<file path="src/design/etdi_pkg.sv">
// constants, field layouts and types shared by the edge interrupt block
package etdi_pkg;
    localparam logic [7:0] ADDR_CTRL = 8'h00;
    localparam logic [7:0] ADDR_PRESET = 8'h04;
    localparam logic [7:0] ADDR_ELAPSED = 8'h08;
    localparam logic [7:0] ADDR_OPERAND = 8'h0c;
    localparam logic [7:0] ADDR_RESULT = 8'h10;
    localparam logic [7:0] ADDR_STATUS = 8'h14;
    localparam logic [7:0] ADDR_MASK = 8'h18;
    localparam logic [7:0] ADDR_ROUTINE = 8'h1c;

    localparam int NUM_SOURCES = 8;
    localparam int SEL_W = 3;
    localparam int NUM_RESULTS = 4;

    // delay step and clock rate
    localparam int STEP_MS = 10;
    localparam int CLK_KHZ = 125000;
    localparam int STEP_CYCLES = STEP_MS * CLK_KHZ;
    localparam logic [31:0] STEP_MS_W = 32'h0000000a;

    localparam logic [1:0] MODE_RISE = 2'h0;
    localparam logic [1:0] MODE_FALL = 2'h1;
    localparam logic [1:0] MODE_BOTH = 2'h2;

    localparam int ST_LAUNCH = 0;
    localparam int ST_MISSED = 1;
    localparam int ST_DONE = 2;
    localparam int STATUS_W = 3;
    localparam int ROUTINE_DONE_BIT = 0;
    localparam int ROUTINE_RUN_BIT = 0;
    localparam int ROUTINE_DELAY_BIT = 1;

    localparam logic [31:0] CTRL_RESET = 32'h00000000;
    localparam logic [31:0] PRESET_RESET = 32'h00000000;
    localparam logic [STATUS_W-1:0] STATUS_RESET = 3'h0;
    localparam logic [STATUS_W-1:0] MASK_RESET = 3'h0;

    typedef struct packed {
        logic [20:0] rsvd_hi;
        logic [2:0] src_sel;
        logic [2:0] rsvd_mid;
        logic delay_reload;
        logic enable;
        logic release_on;
        logic [1:0] mode;
    } etdi_ctrl_type;

    typedef struct packed {
        logic rise;
        logic fall;
    } etdi_edge_type;

    typedef enum logic [1:0] {S_IDLE, S_DELAY, S_RUN} etdi_state_type;
endpackage

</file>
<file path="src/design/etdi_edge_sel.sv">
// input synchroniser and edge detector for the selected source line
`timescale 1ns/100ps
module etdi_edge_sel
    import etdi_pkg::*;
#(
    parameter int N = NUM_SOURCES
) (
    input wire logic pclk,
    input wire logic presetn,
    input wire logic [N-1:0] source_in,
    input wire logic [SEL_W-1:0] src_sel,
    output etdi_edge_type edges
);
    logic [N-1:0] sync1_reg, sync2_reg, prev_reg;
    logic [N-1:0] sync1_next, sync2_next, prev_next;

    always_comb begin
        sync1_next = source_in;
        sync2_next = sync1_reg;
        prev_next = sync2_reg;
    end

    always_ff @(posedge pclk or negedge presetn) begin
        if (!presetn) begin
            sync1_reg <= '0;
            sync2_reg <= '0;
            prev_reg <= '0;
        end else begin
            sync1_reg <= sync1_next;
            sync2_reg <= sync2_next;
            prev_reg <= prev_next;
        end
    end

    // every line is tracked, so a change of selection gives no false edge
    always_comb begin
        edges.rise = sync2_reg[src_sel] & ~prev_reg[src_sel];
        edges.fall = ~sync2_reg[src_sel] & prev_reg[src_sel];
    end
endmodule

</file>
<file path="src/design/etdi_delay_timer.sv">
// delay counter that steps in 10 ms units and reports elapsed time
`timescale 1ns/100ps
module etdi_delay_timer
    import etdi_pkg::*;
#(
    parameter int STEP_CYC = STEP_CYCLES
) (
    input wire logic pclk,
    input wire logic presetn,
    input wire logic start,
    input wire logic run,
    input wire logic reload,
    input wire logic [31:0] preset,
    output logic expired,
    output logic [31:0] elapsed
);
    logic [31:0] presc_reg, presc_next;
    logic [31:0] remain_reg, remain_next;
    logic [31:0] elapsed_reg, elapsed_next;
    logic expired_reg, expired_next;

    always_comb begin
        presc_next = presc_reg;
        remain_next = remain_reg;
        elapsed_next = elapsed_reg;
        expired_next = 1'b0;
        if (start || (reload && run)) begin
            remain_next = preset;
            elapsed_next = '0;
            presc_next = '0;
        end else if (run) begin
            if (presc_reg == 32'(STEP_CYC - 1)) begin
                presc_next = '0;
                elapsed_next = elapsed_reg + STEP_MS_W;
                if (remain_reg <= STEP_MS_W) begin
                    remain_next = '0;
                    expired_next = 1'b1;
                end else begin
                    remain_next = remain_reg - STEP_MS_W;
                end
            end else begin
                presc_next = presc_reg + 32'h00000001;
            end
        end
    end

    always_ff @(posedge pclk or negedge presetn) begin
        if (!presetn) begin
            presc_reg <= '0;
            remain_reg <= '0;
            elapsed_reg <= '0;
            expired_reg <= 1'b0;
        end else begin
            presc_reg <= presc_next;
            remain_reg <= remain_next;
            elapsed_reg <= elapsed_next;
            expired_reg <= expired_next;
        end
    end

    assign expired = expired_reg;
    assign elapsed = elapsed_reg;
endmodule

</file>
<file path="src/design/etdi_top.sv">
// edge-triggered delayed interrupt block with apb register access
`timescale 1ns/100ps

// What this block does
// - in rising-edge mode a low-to-high change of the selected input launches the routine once after the delay.
// - in falling-edge mode a high-to-low change of the selected input launches the routine once after the delay.
// - in both-edges mode a change of either direction while idle launches one run of the routine after the delay.
// - four result bits set by the routine appear as the block's bit outputs.
// - a 32-bit output shows the delay time elapsed since the triggering edge.
// - with enable release on, the block acts on the enable bit and, unless the routine is already running, goes or stays idle while it is low.
// - with enable release off, the block is always enabled and the enable bit does nothing.
// - while delay reload is high during the delay count, the delay counter is loaded again from the preset.
// - edges arriving while the routine runs or the delay counts are ignored.
// - with no delay set, the first qualifying edge on the chosen one of eight inputs launches at once.
module etdi_top
    import etdi_pkg::*;
#(
    parameter int STEP_CYC = STEP_CYCLES
) (
    input wire logic pclk,
    input wire logic presetn,
    input wire logic psel,
    input wire logic penable,
    input wire logic pwrite,
    input wire logic [7:0] paddr,
    input wire logic [31:0] pwdata,
    output logic [31:0] prdata,
    output logic pready,
    output logic pslverr,
    input wire logic [NUM_SOURCES-1:0] source_in,
    output logic result_bit_one,
    output logic result_bit_two,
    output logic result_bit_three,
    output logic result_bit_four,
    output logic [31:0] elapsed_delay_value,
    output logic routine_active,
    output logic irq
);
    function automatic logic addr_known(input logic [7:0] a);
        case (a)
            ADDR_CTRL, ADDR_PRESET, ADDR_ELAPSED, ADDR_OPERAND,
            ADDR_RESULT, ADDR_STATUS, ADDR_MASK, ADDR_ROUTINE: addr_known = 1'b1;
            default: addr_known = 1'b0;
        endcase
    endfunction

    etdi_ctrl_type ctrl_reg, ctrl_next;
    logic [31:0] preset_reg, preset_next;
    logic [NUM_RESULTS-1:0] operand_reg, operand_next;
    logic [NUM_RESULTS-1:0] result_reg, result_next;
    logic [STATUS_W-1:0] status_reg, status_next;
    logic [STATUS_W-1:0] mask_reg, mask_next;
    logic [31:0] prdata_reg, prdata_next;
    logic pslverr_reg, pslverr_next;
    etdi_state_type state_reg, state_next;

    etdi_edge_type edges;
    logic wr_en, setup;
    logic active, qualify, launch, start_delay, done_write, missed;
    logic expired;
    logic [31:0] elapsed;

    assign setup = psel && !penable;
    assign wr_en = psel && penable && pwrite;
    assign done_write = wr_en && (paddr == ADDR_ROUTINE) && pwdata[ROUTINE_DONE_BIT];

    etdi_edge_sel #(
        .N(NUM_SOURCES)
    ) u_edge (
        .pclk(pclk),
        .presetn(presetn),
        .source_in(source_in),
        .src_sel(ctrl_reg.src_sel),
        .edges(edges)
    );

    etdi_delay_timer #(
        .STEP_CYC(STEP_CYC)
    ) u_timer (
        .pclk(pclk),
        .presetn(presetn),
        .start(start_delay),
        .run(state_reg == S_DELAY),
        .reload(ctrl_reg.delay_reload),
        .preset(preset_reg),
        .expired(expired),
        .elapsed(elapsed)
    );

    // block enable and edge qualification
    always_comb begin
        active = ctrl_reg.release_on ? ctrl_reg.enable : 1'b1;
        case (ctrl_reg.mode)
            MODE_RISE: qualify = edges.rise;
            MODE_FALL: qualify = edges.fall;
            MODE_BOTH: qualify = edges.rise | edges.fall;
            default: qualify = edges.rise;
        endcase
    end

    // sequencer: idle, delay counting, routine running
    always_comb begin
        state_next = state_reg;
        launch = 1'b0;
        start_delay = 1'b0;
        missed = 1'b0;
        case (state_reg)
            S_IDLE: begin
                if (active && qualify) begin
                    start_delay = 1'b1;
                    if (preset_reg == 32'h00000000) begin
                        launch = 1'b1;
                        state_next = S_RUN;
                    end else begin
                        state_next = S_DELAY;
                    end
                end
            end
            S_DELAY: begin
                missed = qualify;
                if (!active) begin
                    state_next = S_IDLE;
                end else if (expired && !ctrl_reg.delay_reload) begin
                    launch = 1'b1;
                    state_next = S_RUN;
                end
            end
            S_RUN: begin
                missed = qualify;
                if (done_write) begin
                    state_next = S_IDLE;
                end
            end
            default: state_next = S_IDLE;
        endcase
    end

    // register file writes and sticky status, set beats clear
    always_comb begin
        ctrl_next = ctrl_reg;
        preset_next = preset_reg;
        operand_next = operand_reg;
        result_next = result_reg;
        mask_next = mask_reg;
        status_next = status_reg;
        if (wr_en) begin
            case (paddr)
                ADDR_CTRL: ctrl_next = etdi_ctrl_type'(pwdata);
                ADDR_PRESET: preset_next = pwdata;
                ADDR_OPERAND: operand_next = pwdata[NUM_RESULTS-1:0];
                ADDR_RESULT: result_next = pwdata[NUM_RESULTS-1:0];
                ADDR_MASK: mask_next = pwdata[STATUS_W-1:0];
                ADDR_STATUS: status_next = status_reg & ~pwdata[STATUS_W-1:0];
                default: ;
            endcase
        end
        ctrl_next.rsvd_hi = '0;
        ctrl_next.rsvd_mid = '0;
        if (launch) begin
            status_next[ST_LAUNCH] = 1'b1;
        end
        if (missed) begin
            status_next[ST_MISSED] = 1'b1;
        end
        if (done_write && state_reg == S_RUN) begin
            status_next[ST_DONE] = 1'b1;
        end
    end

    // read data and error captured in the setup cycle
    always_comb begin
        prdata_next = prdata_reg;
        pslverr_next = pslverr_reg;
        if (setup) begin
            pslverr_next = !addr_known(paddr);
            case (paddr)
                ADDR_CTRL: prdata_next = ctrl_reg;
                ADDR_PRESET: prdata_next = preset_reg;
                ADDR_ELAPSED: prdata_next = elapsed;
                ADDR_OPERAND: prdata_next = {28'h0000000, operand_reg};
                ADDR_RESULT: prdata_next = {28'h0000000, result_reg};
                ADDR_STATUS: prdata_next = {29'h00000000, status_reg};
                ADDR_MASK: prdata_next = {29'h00000000, mask_reg};
                ADDR_ROUTINE: prdata_next = {30'h00000000, state_reg == S_DELAY, state_reg == S_RUN};
                default: prdata_next = 32'h00000000;
            endcase
        end
    end

    always_ff @(posedge pclk or negedge presetn) begin
        if (!presetn) begin
            ctrl_reg <= etdi_ctrl_type'(CTRL_RESET);
            preset_reg <= PRESET_RESET;
            operand_reg <= '0;
            result_reg <= '0;
            status_reg <= STATUS_RESET;
            mask_reg <= MASK_RESET;
            prdata_reg <= 32'h00000000;
            pslverr_reg <= 1'b0;
            state_reg <= S_IDLE;
        end else begin
            ctrl_reg <= ctrl_next;
            preset_reg <= preset_next;
            operand_reg <= operand_next;
            result_reg <= result_next;
            status_reg <= status_next;
            mask_reg <= mask_next;
            prdata_reg <= prdata_next;
            pslverr_reg <= pslverr_next;
            state_reg <= state_next;
        end
    end

    assign pready = 1'b1;
    assign prdata = prdata_reg;
    assign pslverr = pslverr_reg;
    assign result_bit_one = result_reg[0];
    assign result_bit_two = result_reg[1];
    assign result_bit_three = result_reg[2];
    assign result_bit_four = result_reg[3];
    assign elapsed_delay_value = elapsed;
    assign routine_active = (state_reg == S_RUN);
    assign irq = |(status_reg & mask_reg);
endmodule

</file>
<file path="config.mk">
export PLATFORM = sky130hd
export DESIGN_NAME = etdi_top
export DESIGN_NICKNAME = d
export VERILOG_FILES = /design/src/design/etdi_pkg.sv /design/src/design/etdi_edge_sel.sv /design/src/design/etdi_delay_timer.sv /design/src/design/etdi_top.sv
export SDC_FILE = /design/constraint.sdc
export NUM_CORES = 1
export LEC_CHECK = 0
export BUFFER_PORTS_ARGS = -buffer_cell sky130_fd_sc_hd__buf_4
export CAP_MARGIN = 20
export CELL_PAD_IN_SITES_DETAIL_PLACEMENT = 0
export CELL_PAD_IN_SITES_GLOBAL_PLACEMENT = 1
export CORE_AREA = 2 2 153 155
export DETAILED_ROUTE_END_ITERATION = 10
export DIE_AREA = 0 0 155 157
export GPL_ROUTABILITY_DRIVEN = 0
export PLACE_DENSITY = 0.82
export SYNTH_ARGS = -nofsm -noshare
export SYNTH_HDL_FRONTEND = slang
export SYNTH_SLANG_ARGS = --single-unit
</file>
<file path="constraint.sdc">
create_clock -name pclk -period 4.1 [get_ports pclk]
set_input_delay 0.205 -clock pclk [delete_from_list [all_inputs] [get_ports pclk]]
set_output_delay 0.205 -clock pclk [all_outputs]
set_load 0.02 [all_outputs]
</file>
Word-level counts from Yosys, hierarchy flattened
Memories as Yosys holds them, arrays and structs flattened.
Index checks and enable logic that the tools add are counted.
{"block": "op_classes", "add_sub_neg": 3, "order_cmp": 2, "n_eq_ne": 15, "mux": 42, "bitwise": 8, "reduce_logical": 37}
{"op": "2-to-1 mux 32 bit", "n": 10}
{"op": "one-hot mux 32 bit (8 select lines)", "n": 1}
{"op": "adder 32 x 1 -> 32 bit, second input constant", "n": 1}
{"op": "adder 32 x 4 -> 32 bit, second input constant", "n": 1}
{"op": "equality test 32 x 21 -> 1 bit, second input constant", "n": 1}
{"op": "equality test 8 x 5 -> 1 bit, second input constant", "n": 4}
{"op": "<= comparator 32 x 4 -> 1 bit, second input constant", "n": 1}
{"op": "logical NOT 32 bit", "n": 1}
{"op": "subtractor 32 x 4 -> 32 bit, second input constant", "n": 1}
{"op": "2-to-1 mux 1 bit", "n": 19}
{"op": "AND reduction 2 bit", "n": 9}
{"op": "equality test 8 x 4 -> 1 bit, second input constant", "n": 2}
{"op": "nonzero test 2 bit", "n": 8}
{"op": "2-to-1 mux 2 bit", "n": 5}
{"op": "logical AND 1 bit", "n": 9}
{"op": "equality test 8 x 3 -> 1 bit, second input constant", "n": 1}
{"op": "logical NOT 8 bit", "n": 1}
{"op": "bitwise AND 3 bit", "n": 2}
{"op": "binary-select mux 1 bit (select 3 bit)", "n": 2}
{"op": "2-to-1 mux 3 bit", "n": 2}
{"op": "one-hot mux 2 bit (3 select lines)", "n": 1}
{"op": "equality test 2 x 1 -> 1 bit, second input constant", "n": 2}
{"op": "equality test 2 bit, second input constant", "n": 2}
{"op": "less-than comparator 3 x 4 -> 1 bit, second input constant", "n": 1}
{"op": "15 further kinds", "n": 20}
{"block": "word_totals", "regBits": 210, "mem_bits_ro": 32, "word_cells": 130, "n_memories": 1}
{"name": "(no name shown)", "depth": 32, "word_bits": 1, "read_ports": 1, "rd_ports_with_merged_regs": 0, "wr": 0, "line_no": "etdi_top.sv:40", "rtl": "case (a)"}

Logic depth before layout (Yosys ltp)
{"block": "depth", "depth_word": 12, "depth_mapped": 13, "ltp_nobuf": 10}

Cells and area by module
From an unflattened synthesis, not the netlist that was laid out.
{"block": "unflattened", "hier_cells": 1016, "hier_area_um2": 10625.2}
{"mod": "etdi_delay_timer", "n_inst": 1, "cells_per_inst": 630, "area_per_inst_um2": 5754.3, "seq_area_each_um2": 2402.3}
{"mod": "etdi_top", "n_inst": 1, "cells_per_inst": 353, "area_per_inst_um2": 4125.2, "seq_area_each_um2": 2227.1}
{"mod": "etdi_edge_sel", "n_inst": 1, "cells_per_inst": 33, "area_per_inst_um2": 745.7, "seq_area_each_um2": 600.6}

Least setup slack after synthesis
Ideal clock, no wire load.
{"block": "synth_path", "path_type": "reg2reg", "start": "register ctrl_reg[8] (netlist name)", "end": "register u_timer.presc_reg[24]", "t_arrival_ps": 3332, "t_required_ps": 4022, "setup_slack_ps": 690, "path_stages_with_launch": 14, "n_path_buf": 3, "synth_period_minus_slack_ps": 3410, "path_cell_list": "dfrtp_1 > clkbuf_1 > mux4_2 > mux2i_1 > inv_1 > ha_1 > nor2b_1 > o311a_1 > a21oi_1 > clkbuf_1 > or3_1 > clkbuf_1 > or3_1 > a21oi_1"}
{"block": "synth_via", "elab_chain_len": 11}
{"item": "from (decl)", "line_no": "etdi_top.sv:47", "rtl": "etdi_ctrl_type ctrl_reg, ctrl_next;"}
{"item": "from (signal assigned)", "line_no": "etdi_top.sv:192", "rtl": "ctrl_reg <= etdi_ctrl_type'(CTRL_RESET);"}
{"item": "from (signal assigned)", "line_no": "etdi_top.sv:202", "rtl": "ctrl_reg <= ctrl_next;"}
{"item": "binary-select mux 1 bit (select 3 bit)", "line_no": "etdi_edge_sel.sv:37, etdi_edge_sel.sv:38"}
{"item": "2-to-1 mux 1 bit (not written as such)", "line_no": "etdi_edge_sel.sv:37, etdi_edge_sel.sv:38"}
{"item": "NOT 1 bit, on equally long branches", "line_no": "etdi_edge_sel.sv:37, etdi_edge_sel.sv:38"}
{"item": "bitwise AND 1 bit, on equally long branches", "line_no": "etdi_edge_sel.sv:37, etdi_edge_sel.sv:38"}
{"item": "OR 1 bit", "line_no": "etdi_top.sv:96", "rtl": "MODE_BOTH: qualify = edges.rise | edges.fall;"}
{"item": "one-hot mux 1 bit (2 select lines) (*)", "line_no": "etdi_top.sv:93", "rtl": "case (ctrl_reg.mode)"}
{"item": "logical AND 1 bit (*)", "line_no": "etdi_top.sv:109", "rtl": "if (active && qualify) begin"}
{"item": "2-to-1 mux 1 bit (*)", "line_no": "etdi_top.sv:109"}
{"item": "2-to-1 mux 1 bit (*)", "line_no": "etdi_top.sv:107", "rtl": "case (state_reg)"}
{"item": "logical OR 1 bit (*)", "line_no": "etdi_delay_timer.sv:27", "rtl": "if (start || (reload && run)) begin"}
{"item": "2-to-1 mux 32 bit or nonzero test 2 bit (tied branches)"}
{"item": "to (signal assigned)", "line_no": "etdi_delay_timer.sv:54", "rtl": "presc_reg <= presc_next;"}
{"item": "to (decl)", "line_no": "etdi_delay_timer.sv:17", "rtl": "logic [31:0] presc_reg, presc_next;"}
Every way passes the cells marked *; elsewhere a longest branch is shown, timed or not. The select of a mux whose other input is x is not followed.
A chain may end at the register's enable or synchronous reset.

Final worst setup path
{"block": "layout_path", "start": "register ctrl_reg[8] (netlist name)", "end": "register u_timer.elapsed_reg[28], in the netlist u_timer.elapsed[28]"}
{"block": "layout_via", "elab_chain_len": 12}
{"item": "binary-select mux 1 bit (select 3 bit)", "line_no": "etdi_edge_sel.sv:37, etdi_edge_sel.sv:38"}
{"item": "2-to-1 mux 1 bit (not written as such)", "line_no": "etdi_edge_sel.sv:37, etdi_edge_sel.sv:38"}
{"item": "NOT 1 bit, on equally long branches", "line_no": "etdi_edge_sel.sv:37, etdi_edge_sel.sv:38"}
{"item": "bitwise AND 1 bit, on equally long branches", "line_no": "etdi_edge_sel.sv:37, etdi_edge_sel.sv:38"}
{"item": "OR 1 bit", "line_no": "etdi_top.sv:96"}
{"item": "one-hot mux 1 bit (2 select lines) (*)", "line_no": "etdi_top.sv:93"}
{"item": "logical AND 1 bit (*)", "line_no": "etdi_top.sv:109"}
{"item": "2-to-1 mux 1 bit (*)", "line_no": "etdi_top.sv:109"}
{"item": "2-to-1 mux 1 bit (*)", "line_no": "etdi_top.sv:107"}
{"item": "logical OR 1 bit (*)", "line_no": "etdi_delay_timer.sv:27"}
{"item": "nonzero test 2 bit (no source line)"}
{"item": "AND reduction 2 bit (no source line)"}
{"item": "to (signal assigned)", "line_no": "etdi_delay_timer.sv:56", "rtl": "elapsed_reg <= elapsed_next;"}
{"item": "to (decl)", "line_no": "etdi_delay_timer.sv:19", "rtl": "logic [31:0] elapsed_reg, elapsed_next;"}
Marks and branches as above.

==> impl.org <==
** Status
- The run finished with clean final reports.

** Clocking
- Clock insertion delay at the later pin of the skew report :: 500 ps
- Number of buffers added for setup after CTS :: 0
- Number of buffers inserted by hold repair at cts :: 41
- Deepest clock path buffer count :: 3
- Gates resized during post-CTS repair numbered 0.
- Root cell of the clock tree :: sky130_fd_sc_hd__clkbuf_16
- Clock input transition at the sequential cells of the worst setup and hold paths :: 60 ps
- In this run the number of H-tree levels came out at 1.
- TritonCTS built the clock tree.
- CTS buffer count :: 23
- Counting every sink on the clock net gives 209.

** Setup path
- CP peak stage delay :: 550 ps
- Required time of the critical path :: 4520 ps
- The signal on the critical path passes through mux4_2, mux2i_1, inv_1, ha_1, nor2b_1, o311a_1, a22oi_1, buf_4, a211o_1, or4_1, a21oi_1.
- Critical path peak fanout :: 19
- By startpoint and endpoint, the worst setup path is classified as flop to flop.
- CP endpoint kind :: flop
- At the worst endpoint, the arrival time is 4070 ps.
- Startpoint class of the critical path :: flop
- For this design, the slowest cell found on the critical path is sky130_fd_sc_hd__or4_1.

** Die
- Measured along the y axis, the die boundary spans 157 um.
- The die covers 24,300 sq um.
- Pin placement for this block handled 125 I/O pins.
- Number of rows in the core area :: 55
- Starting density of the core :: 45.8%
- The core region is 22,500 sq um.
- Die extent in x :: 155 um

** Finish
- Number of fill cells in the layout :: 1,906
- In the final layout, the multi-input gates occupy 4730 sq um.
- The area growth from synthesis to layout is 23.5%.
- Excluding fillers, the count of instances in the completed layout stands at 1,472.
- # diodes :: 0
- After the last flow step, the layout net total stands at 1,234.
- Cells fill 56.5% of the core in the end.
- Sequential standard cell area :: 5230 sq um
- The library cell used most frequently in the layout, excluding fill and tap cells, is sky130_fd_sc_hd__dfrtp_1.
- Leaving out fill and tap cells, the most frequent cells in the layout are 209 x sky130_fd_sc_hd__dfrtp_1, 140 x sky130_fd_sc_hd__buf_4, 98 x sky130_fd_sc_hd__nand2_1.
- Of the cells placed in the final design, the portion with a size suffix greater than 1 is 21.4%.

** Power and ir drop
- For this design the total switching power over the nets is 1.35 mW.
- In this run switching power makes up 26.8% of total power.
- Total internal power :: 3.69 mW
- Combinational share of power :: 14.2%
- Of the total power, the clock network draws 42.2%.
- In this run the static leakage power is 5.61 nW.
- Post-layout total power :: 5.04 mW
- For this design the ratio of total power to cell area is 396 nW/um^2.
- Of the total power, registers draw 43.5%.
- Peak supply drop :: 0.000265 V

** Logic synthesis
- Netlist area before placement :: 10,300 sq um
- For this run, the register share of the synthesized area comes to 50.8%.
- During synthesis, Yosys emitted a total of 0 warnings.
- Counting flops with a built-in enable in the synthesized netlist gives 0.
- Register bit count reported by yosys :: 209
- By area the synthesized netlist is led by sky130_fd_sc_hd__dfrtp_1 51%, sky130_fd_sc_hd__mux2_2 5.7%, sky130_fd_sc_hd__nand2_1 3.6%, sky130_fd_sc_hd__a22oi_1 2.7%, sky130_fd_sc_hd__xnor2_1 2.5%.
- The number of nets in the synthesized netlist is 1,083.
- Distinct cell type count of the synthesized netlist :: 70
- Of all cell types, the one taking the most synthesized area is sky130_fd_sc_hd__dfrtp_1.
- Count of mapped cells out of synthesis :: 1,020
- Most frequently used flop master after synthesis :: sky130_fd_sc_hd__dfrtp_1
- Of all flip-flops after synthesis, the portion carrying an async set or reset was 100%.
- Each instance of the synthesized netlist takes up on average 10.1 sq um.
- Proportion of netlist area held by the largest area contributor :: 50.8%

** STA
- Number of setup violations in the final report :: 0
- Crit path time final :: 3650 ps
- The number of hold-slack violations in the final timing report was 0.
- Worst max-slew margin expressed relative to the limit :: 37.4%
- RSZ-0062 raised after global routing :: no
- Worst hold margin :: 25.5 ps
- Clk_skew :: 8.19 ps
- In the final timing run, aggregate negative setup slack is 0 ps.
- Based on the critical path, the design can be clocked at up to 274 MHz.
- Post-route clock period utilization :: 89.0%
- Measured slew at the worst slew-check pin :: 936 ps
- Pins Over Slew Limit :: 0

** Placed design
- In this run the tool buffered the top-level ports with 122 buffer cells.
- The number of placed instances, taps included, is 1,389.
- Sum of net half-perimeters after detailed placement :: 20,100 um

** Min path
- The min-delay analysis places its worst path in the category primary input to flop.

** Detailed routing
- Total iterations of the first detailed-routing run :: 6
- For this run, design rule violations remaining after detail routing come to 0.
- Wires add up to 29,000 um.
- Drt initial violations :: 542
- The count of nets left with antenna violations once routing finished came out at 0.
- Vias per std cell :: 5.92
- Post-DR wirelength/cell :: 19.7 um
- Via count of the routed design :: 8,709

** GRT
- Pin count of the biggest net entering global routing :: 105
- Global routing finished with a remaining overflow of 0.
- The first global-routing pass estimated 47,000 um of wire.
- The number of antenna violations at the first check in global routing came to 0.
- The via count of the first global-routing pass is 8,329.
- All-layer global routing usage :: 24.1%

** Job
- The tool flagged a number of max-cap violations equal to 0.
==> cell type report <==
class,count,share of cell area (%)
Clock buffer,30,5.05
Clock inverter,11,1.06
Inverter,32,0.944
Multi-Input combinational cell,721,37.2
Sequential cell,209,41.1
Tap cell,285,2.80
Timing Repair Buffer,184,11.9
==> path summary, 6_finish.rpt <==
kind	cells past startpoint	slack (ps)	start	end
worst max-delay path	11	450	ctrl_reg[8]	u_timer.elapsed[28]
worst min-delay path	4	30	paddr[5]	prdata[1]
worst max register to register	11	450	ctrl_reg[8]	u_timer.elapsed[28]
worst min register to register	0	350	u_edge.sync1_reg[4]	u_edge.prev_next[4]
max in group asynchronous	3	2680	presetn	u_timer.remain_reg[30]
min in group asynchronous	2	370	presetn	prdata[1]
==> metal layers <==
metal  track usage (%)  share of wire, %  vias up
met3              3.06               6.6       42
met4              7.23               2.4        0
met5                 0                 0        -
met2              38.2                47      327
li1                  -                 -     4065
met1              34.7                44     4275
==> power by group through the flow <==
stage               clock, mW  sequential [mW]  combinational [mW]
finish                   2.13             2.19               0.718
global route             2.27             2.20               0.796
CTS                      2.16             2.19               0.717
detailed placement          0             2.23               0.684
global placement            0             2.23               0.674
floorplan                   0             2.22               0.433
==> cell usage after synthesis, types with 3 or more instances <==
master and n:
sky130_fd_sc_hd__a32oi_1 5, sky130_fd_sc_hd__o21ai_0 47, sky130_fd_sc_hd__mux2i_1 3, sky130_fd_sc_hd__nand2b_1 8
sky130_fd_sc_hd__ha_1 10, sky130_fd_sc_hd__o31ai_1 6, sky130_fd_sc_hd__clkbuf_1 41, sky130_fd_sc_hd__inv_1 31
sky130_fd_sc_hd__buf_2 8, sky130_fd_sc_hd__nor4b_1 8, sky130_fd_sc_hd__buf_1 7, sky130_fd_sc_hd__nor3_1 31
sky130_fd_sc_hd__or3_1 27, sky130_fd_sc_hd__mux2_2 52, sky130_fd_sc_hd__or4_1 9, sky130_fd_sc_hd__a2111oi_0 6
sky130_fd_sc_hd__or2_2 3, sky130_fd_sc_hd__nand3_1 31, sky130_fd_sc_hd__a32o_1 4, sky130_fd_sc_hd__nand4b_1 3
sky130_fd_sc_hd__nor2b_1 4, sky130_fd_sc_hd__a31oi_1 5, sky130_fd_sc_hd__mux4_2 6, sky130_fd_sc_hd__nand3b_1 3
sky130_fd_sc_hd__a21oi_1 46, sky130_fd_sc_hd__nand4_1 19, sky130_fd_sc_hd__and2_1 9, sky130_fd_sc_hd__dfrtp_1 209
sky130_fd_sc_hd__and3_1 5, sky130_fd_sc_hd__a21o_1 9, sky130_fd_sc_hd__a221o_1 7, sky130_fd_sc_hd__o211ai_1 7
sky130_fd_sc_hd__xnor2_1 29, sky130_fd_sc_hd__nor2_1 65, sky130_fd_sc_hd__a22o_1 3, sky130_fd_sc_hd__xor2_1 9
sky130_fd_sc_hd__o21ai_1 34, sky130_fd_sc_hd__nor4_1 30, sky130_fd_sc_hd__nand2_1 98, sky130_fd_sc_hd__o31a_1 3
sky130_fd_sc_hd__a22oi_1 37, sky130_fd_sc_hd__and4_1 4, sky130_fd_sc_hd__nor3b_1 3
==> worst max-delay path: cells and delay by family, from the launching register on <==
kind	cells	cell delay, ps
adder cells (fa/ha/maj)	1	270
AO/OA/AOI/OAI	4	1050
multiplexers	2	730
buffers and inverters	2	300
flip-flops	1	520
AND/OR/NAND/NOR	2	700
==> stage by stage <==
stage	instance area, sq um	setup WS (ps)
after floorplan	10300	690
after global placement	11500	566
after detailed placement	11500	483
after CTS	12700	453
after global routing	12700	183
final	12700	449
==> cells by family (layout without fill, tap and decap cells) <==
kind of cell               Yosys count  count (layout)  share of synthesized area [%]
AOI/OAI and AO/OA                  238             238                           14.9
muxes                               62              62                           7.40
xor gates and xnor gates            38              38                           3.23
buffers and inverters               90             257                           3.45
DFF                                209             209                           50.8
and+or+nand+nor                    371             371                           18.9
other                                2               2                         0.0729
adders and majority gates           10              10                           1.21
Note: power is estimated with default switching activity, not from simulation.
